===== config.mk =====
export PLATFORM = sky130hd
export DESIGN_NAME = gdfp_core
export DESIGN_NICKNAME = d
export VERILOG_FILES = /design/src/pkg/gdfp_pkg.sv /design/src/logic/gdfp_core.sv
export SDC_FILE = /design/constraint.sdc
export NUM_CORES = 1
export LEC_CHECK = 0
export BUFFER_PORTS_ARGS = -buffer_cell sky130_fd_sc_hd__buf_2
export CAP_MARGIN = 20
export CELL_PAD_IN_SITES_DETAIL_PLACEMENT = 1
export CELL_PAD_IN_SITES_GLOBAL_PLACEMENT = 1
export CORE_ASPECT_RATIO = 0.6
export CORE_MARGIN = 1
export CORE_UTILIZATION = 35
export CTS_CLUSTER_SIZE = 8
export DETAILED_ROUTE_END_ITERATION = 12
export HOLD_SLACK_MARGIN = 0.12
export PLACE_DENSITY_LB_ADDON = 0.1
export SLEW_MARGIN = 15
export SYNTH_ARGS = -nofsm -noshare
export SYNTH_HDL_FRONTEND = slang
export SYNTH_SLANG_ARGS = --single-unit

===== constraint.sdc =====
create_clock -name clock -period 3.6 [get_ports clock]
set_clock_uncertainty 0.05 [all_clocks]
set_input_delay 0.72 -clock clock [delete_from_list [all_inputs] [get_ports clock]]
set_output_delay 0.72 -clock clock [all_outputs]
set_load 0.02 [all_outputs]

===== src/pkg/gdfp_pkg.sv =====
// Constants and types for the gate-driver protection and supervision block.
package gdfp_pkg;

	// ****************************************************************
	// Timing
	// ****************************************************************

	// Clock period in picoseconds.
	localparam int unsigned clk_period_ps = 4000;
	// Overcurrent detection delay, nanoseconds.
	localparam int unsigned oc_delay_ns = 100;
	localparam int unsigned oc_delay_cyc = (oc_delay_ns * 1000) / clk_period_ps;
	// Overcurrent window used to tell slow from fast current rise, ns.
	localparam int unsigned oc_window_ns = 40;
	localparam int unsigned oc_window_cyc =
		(oc_window_ns * 1000) / clk_period_ps;
	// Minimum command low time that resets the short latch, ns.
	localparam int unsigned sc_reset_ns = 250000;
	localparam int unsigned sc_reset_cyc =
		(sc_reset_ns * 1000 + clk_period_ps - 1) / clk_period_ps;
	// Frequency threshold period (command rise to rise), ns.
	localparam int unsigned freq_period_ns = 1000;
	localparam int unsigned freq_period_cyc =
		(freq_period_ns * 1000) / clk_period_ps;
	// Consecutive fast cycles needed before the high limit is taken.
	localparam int unsigned fast_cycles_needed = 5;

	// Counter width shared by all timers.
	localparam int unsigned cnt_w = 20;

	// ****************************************************************
	// Types
	// ****************************************************************

	// Thermal supervision states, one-hot.
	typedef enum logic [2:0] {
		gdfp_th_normal = 3'h1,
		gdfp_th_diode = 3'h2,
		gdfp_th_shut = 3'h4
	} gdfp_th_t;

	// Whole state of the block, registered as one word.
	typedef struct packed {
		logic cmd_d;
		logic [cnt_w-1:0] per_cnt;
		logic [2:0] fast_cnt;
		logic high_limit;
		logic [cnt_w-1:0] oc_cnt;
		logic [cnt_w-1:0] win_cnt;
		logic oc_trip;
		logic sc_latch;
		logic [cnt_w-1:0] low_cnt;
		gdfp_th_t th;
		logic strap_done;
		logic combined;
		logic gate_on;
		logic slow_off;
		logic diode_mode;
		logic aux_en;
		logic rail_en;
		logic high_limit_o;
		logic fault_n;
		logic oc_flag_n;
	} gdfp_state_t;

endpackage


===== src/logic/gdfp_core.sv =====
// Protection and supervision logic of an integrated power-switch gate driver.
`timescale 1ns/1ps

module gdfp_core #(
	parameter int unsigned sc_reset_cycles = gdfp_pkg::sc_reset_cyc
) (
	input wire logic clock,
	input wire logic rst_n,
	input wire logic switch_cmd,
	input wire logic oc_detect,
	input wire logic sc_detect,
	input wire logic fet_hot,
	input wire logic driver_hot,
	input wire logic supply_ok,
	input wire logic drive_res_open,
	input wire logic oc_pin_grounded,
	output logic gate_on,
	output logic slow_turnoff,
	output logic diode_mode,
	output logic aux_regulator_rail,
	output logic negative_gate_rail,
	output logic converter_high_limit,
	output logic fault_n,
	output logic overcurrent_flag_n
);

	// ****************************************************************
	// State
	// ****************************************************************

	// Present and next block state.
	gdfp_pkg::gdfp_state_t s_reg;
	gdfp_pkg::gdfp_state_t s_next;

	// Saturation limit of timers.
	localparam logic [gdfp_pkg::cnt_w-1:0] cnt_max = '1;

	// ****************************************************************
	// Next-state logic
	// ****************************************************************

	// One process computes the whole next state from inputs and state.
	always_comb begin
		logic rise;
		logic fall;
		logic oc_delayed;
		logic sc_now;
		logic any_fault;
		rise = 1'b0;
		fall = 1'b0;
		oc_delayed = 1'b0;
		sc_now = 1'b0;
		any_fault = 1'b0;
		s_next = s_reg;
		s_next.cmd_d = switch_cmd;
		rise = switch_cmd && !s_reg.cmd_d;
		fall = !switch_cmd && s_reg.cmd_d;

		// The strap is caught one clock after reset release.
		if (!s_reg.strap_done) begin
			s_next.strap_done = 1'b1;
			s_next.combined = oc_pin_grounded;
		end

		// Period measure between command rising edges.
		if (s_reg.per_cnt != cnt_max) begin
			s_next.per_cnt = s_reg.per_cnt + 1'b1;
		end
		if (rise) begin
			s_next.per_cnt = '0;
			if (!s_reg.high_limit) begin
				// A short period counts; a long one restarts the filter.
				if (s_reg.per_cnt <
					gdfp_pkg::cnt_w'(gdfp_pkg::freq_period_cyc)) begin
					s_next.fast_cnt = s_reg.fast_cnt + 3'h1;
				end else begin
					s_next.fast_cnt = 3'h0;
				end
			end
		end
		// Once taken, the high limit never returns low until reset.
		if (s_next.fast_cnt == 3'(gdfp_pkg::fast_cycles_needed)) begin
			s_next.high_limit = 1'b1;
		end

		// Overcurrent timer runs while the comparator is tripped.
		if (oc_detect) begin
			if (s_reg.oc_cnt != cnt_max) begin
				s_next.oc_cnt = s_reg.oc_cnt + 1'b1;
			end
		end else begin
			s_next.oc_cnt = '0;
		end
		// Window timer delays the overcurrent signal for classification.
		if (oc_detect) begin
			if (s_reg.win_cnt != cnt_max) begin
				s_next.win_cnt = s_reg.win_cnt + 1'b1;
			end
		end else begin
			s_next.win_cnt = '0;
		end
		oc_delayed = s_reg.win_cnt >=
			gdfp_pkg::cnt_w'(gdfp_pkg::oc_window_cyc);
		// Short wins only if seen before the delayed overcurrent.
		sc_now = sc_detect && !oc_delayed && !s_reg.oc_trip;
		if (sc_now) begin
			s_next.sc_latch = 1'b1;
		end
		// Overcurrent clears on the command going low.
		if (!switch_cmd) begin
			s_next.oc_trip = 1'b0;
		end
		// A trip in the same cycle as the clear wins, so no event is lost.
		if (!s_reg.sc_latch && s_reg.gate_on && oc_delayed &&
			s_reg.oc_cnt >= gdfp_pkg::cnt_w'(gdfp_pkg::oc_delay_cyc)) begin
			s_next.oc_trip = 1'b1;
		end

		// Short latch clears after a long enough low command.
		if (switch_cmd) begin
			s_next.low_cnt = '0;
		end else if (s_reg.low_cnt != cnt_max) begin
			s_next.low_cnt = s_reg.low_cnt + 1'b1;
		end
		// The latch drops only while the command is still low, so a
		// rising command never sees it fall in the same cycle.
		if (s_reg.sc_latch && !sc_now && !switch_cmd &&
			s_next.low_cnt >= gdfp_pkg::cnt_w'(sc_reset_cycles)) begin
			s_next.sc_latch = 1'b0;
		end

		// Thermal supervision; driver trip dominates transistor trip.
		case (s_reg.th)
			gdfp_pkg::gdfp_th_normal: begin
				if (driver_hot) begin
					s_next.th = gdfp_pkg::gdfp_th_shut;
				end else if (fet_hot) begin
					s_next.th = gdfp_pkg::gdfp_th_diode;
				end
			end
			gdfp_pkg::gdfp_th_diode: begin
				if (driver_hot) begin
					s_next.th = gdfp_pkg::gdfp_th_shut;
				end else if (!fet_hot) begin
					s_next.th = gdfp_pkg::gdfp_th_normal;
				end
			end
			gdfp_pkg::gdfp_th_shut: begin
				if (!driver_hot && fet_hot) begin
					s_next.th = gdfp_pkg::gdfp_th_diode;
				end else if (!driver_hot && !fet_hot) begin
					s_next.th = gdfp_pkg::gdfp_th_normal;
				end
			end
			default: begin
				s_next.th = gdfp_pkg::gdfp_th_shut;
			end
		endcase

		// Registered outputs, computed from the next state.
		s_next.diode_mode = s_next.th == gdfp_pkg::gdfp_th_diode;
		s_next.aux_en = s_next.th != gdfp_pkg::gdfp_th_shut;
		s_next.rail_en = s_next.th != gdfp_pkg::gdfp_th_shut;
		s_next.high_limit_o = s_next.high_limit;
		// The gate follows the command only with no fault holding it off.
		s_next.gate_on = switch_cmd && supply_ok && !s_next.oc_trip &&
			!s_next.sc_latch &&
			s_next.th == gdfp_pkg::gdfp_th_normal;
		s_next.slow_off = s_next.sc_latch;
		any_fault = !supply_ok || drive_res_open ||
			s_next.th != gdfp_pkg::gdfp_th_normal;
		// Output encoding; combined mode puts everything on fault.
		if (s_next.combined) begin
			s_next.fault_n = !(any_fault || s_next.sc_latch ||
				s_next.oc_trip);
			s_next.oc_flag_n = 1'b1;
		end else begin
			s_next.fault_n = !(any_fault || s_next.sc_latch);
			s_next.oc_flag_n = !(s_next.oc_trip || s_next.sc_latch);
		end
	end

	// ****************************************************************
	// Register
	// ****************************************************************

	// Reset holds the switch off and fault low until the first clock.
	always_ff @(posedge clock or negedge rst_n) begin
		if (!rst_n) begin
			s_reg <= '{th: gdfp_pkg::gdfp_th_normal, aux_en: 1'b0,
				oc_flag_n: 1'b1, default: '0};
		end else begin
			s_reg <= s_next;
		end
	end

	assign gate_on = s_reg.gate_on;
	assign slow_turnoff = s_reg.slow_off;
	assign diode_mode = s_reg.diode_mode;
	assign aux_regulator_rail = s_reg.aux_en;
	assign negative_gate_rail = s_reg.rail_en;
	assign converter_high_limit = s_reg.high_limit_o;
	assign fault_n = s_reg.fault_n;
	assign overcurrent_flag_n = s_reg.oc_flag_n;

endmodule // gdfp_core


==> metrics.md <==
| Metric | Value |
|---|---|
| Final Core Density | `between 40% and 50%` |
| Crit path from | `s_reg[13]$_DFF_PN0_` |
| Post-CTS sizing | `0` |
| IO Count | `18` |
| Leak | `0.00243 uW` |
| Worst Setup End Kind | `flop` |
| Class of the worst hold path | `input pin to asynchronous set/reset pin` |
| Skew-Pair Late Insertion Delay | `0.35 ns` |
| Final setup vio count | `0` |
| Crit path max-delay family | `compound AO/OA/AOI/OAI gates` |
| Req. time, crit path | `3.77 ns` |
| Num rows | `34` |
| First-pass GRT wire length | `about 21,000 um` |
| Post-route cell area | `5830 sq um` |
| Core ar. | `14,500 sq um` |
| CP max stage delay | `0.69 ns` |
| Dominant synthesized flop cell | `dfrtp_1` |
| CTS buffer count | `9` |
| Crit path max fanout | `9` |
| Synth Area per Inst | `9.51 sq um` |
| CP Class | `flop to flop` |
| Die height | `96.5 um` |
| Syn_nets | `566` |
| H-tree depth | `3` |
| Power Density | `approximately 410 nW/um^2` |
| # hold bufs at CTS | `0` |
| Worst Path Buf+Inv | `0` |
| Crit path arrival time | `3.14 ns` |
| Yosys warning count | `0` |
| Number of cells on the critical path | `7` |
| RSZ-0062 raised after global routing | `no` |
| Final HPWL DP | `9160 um` |
| Cell variety after synth | `64` |
| RR Startpoint | `s_reg[13]$_DFF_PN0_` |
| Die area | `about 15,000 sq um` |
| Fillers | `1,669` |
| Max Cap Viol | `0` |
| Min Tclk post-route | `2.97 ns` |
| Post-CTS setup buffers | `0` |
| Reg2reg setup slack | `0.63 ns` |
| Sw frac | `25.4%` |
| Seq/Total Area, Yosys | `a little under half` |
| Sw power | `609 uW` |
| Fin nets | `582` |
| Area growth from synthesis to layout | `11.9%` |
| Maximum clock path buffer count | `2` |
| Max reg flops | `90` |
| CTS tree | `built` |
| CTS Sinks | `97` |
| Register bit total from synthesis | `97` |
| Initial antenna violation count | `0` |
| Vias in the first global route | `4,008` |
| Placed Area | `about 5500 sq um` |
| Fin. Hold Viols | `0` |
| Mapped Cells | `548` |
| Worst slew margin | `41.2%` |
| Die Width | `~160 um` |
| Setup crit start kind | `flop` |
| Drc violations | `0` |
| Worst reg-to-reg path cell count | `7` |
| PortBufs | `17` |
| Sequential Power Share | `50.4%` |
| Critical Path Sink | `fault_n$_DFF_PN0_` |
| CP max stage cell | `a2111oi_0` |
| Wirelength per Cell | `16.7 um` |
| Post-Route WL | `~13,000 um` |
| Pint | `1790 uW` |
| Post-Syn Area | `between 5000 and 6000 sq um` |
| Top cell type's share of synthesized area | `45.6%` |
| Combinational share of power | `8.7%` |
| Via count | `4,110` |
| Worst-path clk slew | `0.07 ns` |
| Clock share of power | `40.9%` |
| Worst Tran Pin Value | `0.859 ns` |
| Max frequency | `336 MHz` |
| R2R Path End | `fault_n$_DFF_PN0_` |
| Routed Antenna Nets | `0` |
| Largest net degree at the start of global routing | `50` |
| 1st-pass router iterations | `4` |
| Number of enable flip-flop cells after synthesis | `0` |
| Ys async rst share | `100%` |
| Crit path cell chain | `ha_1 > nand4_4 > o311a_1 > a2111oi_0 > a31oi_1 > o21ai_2 > a2111oi_4` |
| Gr ovfl total | `0` |
| DRT iter0 DRCs | `222` |
| Placer Congestion | `~0.8` |
| Pins Over Slew Limit | `0` |
| Ratio of cells with drive above 1 in the final layout | `between 10% and 20%` |
| Vias per cell | `5.36` |
| Synth area leaders | `dfrtp_1, nor2_1, xnor2_1, xor2_1, nand3_1` |
| Total GRT Usage | `17.8%` |
| Post-route clock period utilization | `between 80% and 90%` |
| Root Driver | `clkbuf_16` |
| Total negative slack | `0 ns` |
| Commonest cells post-synth | `dfrtp_1, nor2_1, nand2_1` |
| Synth area leader | `dfrtp_1` |
| Max IR drop VDD | `0.238 mV` |
| Status | `finished, final reports clean` |
| Antenna diode count | `0` |
| Initial Util | `35.9%` |
| Most common cell in the synthesized netlist | `dfrtp_1` |
-- cell usage in the layout, fill, tap and decap left out, drive strengths merged, types with 5 or more instances in the layout --
| cell | instances |
|---|---|
| dfrtp | 95 |
| nor2 | 76 |
| nand3 | 36 |
| nand2 | 35 |
| xnor2 | 26 |
| a21oi | 26 |
| xor2 | 23 |
| o21ai | 23 |
| buf | 21 |
| nand4 | 20 |
| nor4 | 20 |
| inv | 16 |
| and3 | 15 |
| nor3 | 14 |
| and2 | 13 |
| or3 | 12 |
| clkbuf | 12 |
| and4 | 10 |
| ha | 8 |
| nand2b | 5 |
| a211oi | 5 |
| or4 | 5 |
-- metrics by stage --
| stage | std cells | hold slack (ns) | total power (uW) | setup WS, ns |
|---|---|---|---|---|
| floorplan | 548 | 0.374 | 1350 | 1.20 |
| global placement | 750 | 0.434 | 1430 | 0.810 |
| detailed placement | 751 | 0.447 | 1440 | 0.732 |
| CTS | 767 | 0.383 | 2440 | 0.674 |
| global route | 767 | 0.407 | 2510 | 0.406 |
| finish | 767 | 0.353 | 2400 | 0.625 |
-- layout make-up --
class	count	area, sq um	share of cell area (%)
multi-input combinational	419	2640	45.3
sequential	97	2430	41.7
tap	198	248	4.25
clock buffer	12	246	4.23
timing repair buffer	21	150	2.57
inverter	16	60.1	1.03
clock inverter	4	53.8	0.923
-- worst min path at each step --
stage                        from                                to  slack [ns]  depth (start not counted)
2_1_floorplan               rst_n  converter_high_limit$_DFFE_PN0N_        0.37                          0
3_3_place_gp   s_reg[8]$_DFF_PN0_                s_reg[8]$_DFF_PN0_        0.43                          1
3_5_place_dp   s_reg[8]$_DFF_PN0_                s_reg[8]$_DFF_PN0_        0.45                          1
4_1_cts                     rst_n               s_reg[78]$_DFF_PN0_        0.38                          1
5_1_grt                     rst_n               s_reg[78]$_DFF_PN0_        0.41                          1
6_report                    rst_n               s_reg[78]$_DFF_PN0_        0.35                          1
-- worst reg2reg max path: cells and delay by family (launching register included) --
family / cells / cell delay [ns]
adders and majority gates: 1 / 0.40
AOI/OAI and AO/OA: 5 / 1.73
DFF: 1 / 0.44
and+or+nand+nor: 1 / 0.24
-- power groups by stage --
stage / sequential, uW / clock (uW) / combinational (uW)
3_5_place_dp: 1230 / 0 / 212
5_1_grt: 1220 / 1060 / 240
4_1_cts: 1210 / 1020 / 214
3_3_place_gp: 1220 / 0 / 203
6_report: 1210 / 981 / 208
2_1_floorplan: 1220 / 0 / 122
-- cells by family (layout without fill, tap and decap cells) --
family | after synthesis | after routing | synth area share [%]
xor gates and xnor gates | 49 | 49 | 8.23
buffers and inverters | 32 | 53 | 2.66
adders and majority gates | 8 | 8 | 1.92
muxes | 4 | 4 | 0.816
other | 1 | 1 | 0.0719
DFF | 97 | 97 | 46.6
and+or+nand+nor | 270 | 270 | 28.4
AOI/OAI and AO/OA | 87 | 87 | 11.3
-- metal layers --
layer	track usage (%)	vias to the layer above	part of all wire, %
li1	-	2004	-
met1	28.8	2041	58
met2	23.7	56	38
met3	3.84	9	3.7
met4	3.13	0	0.74
met5	0	-	0
(Power assumes the default switching activity.)
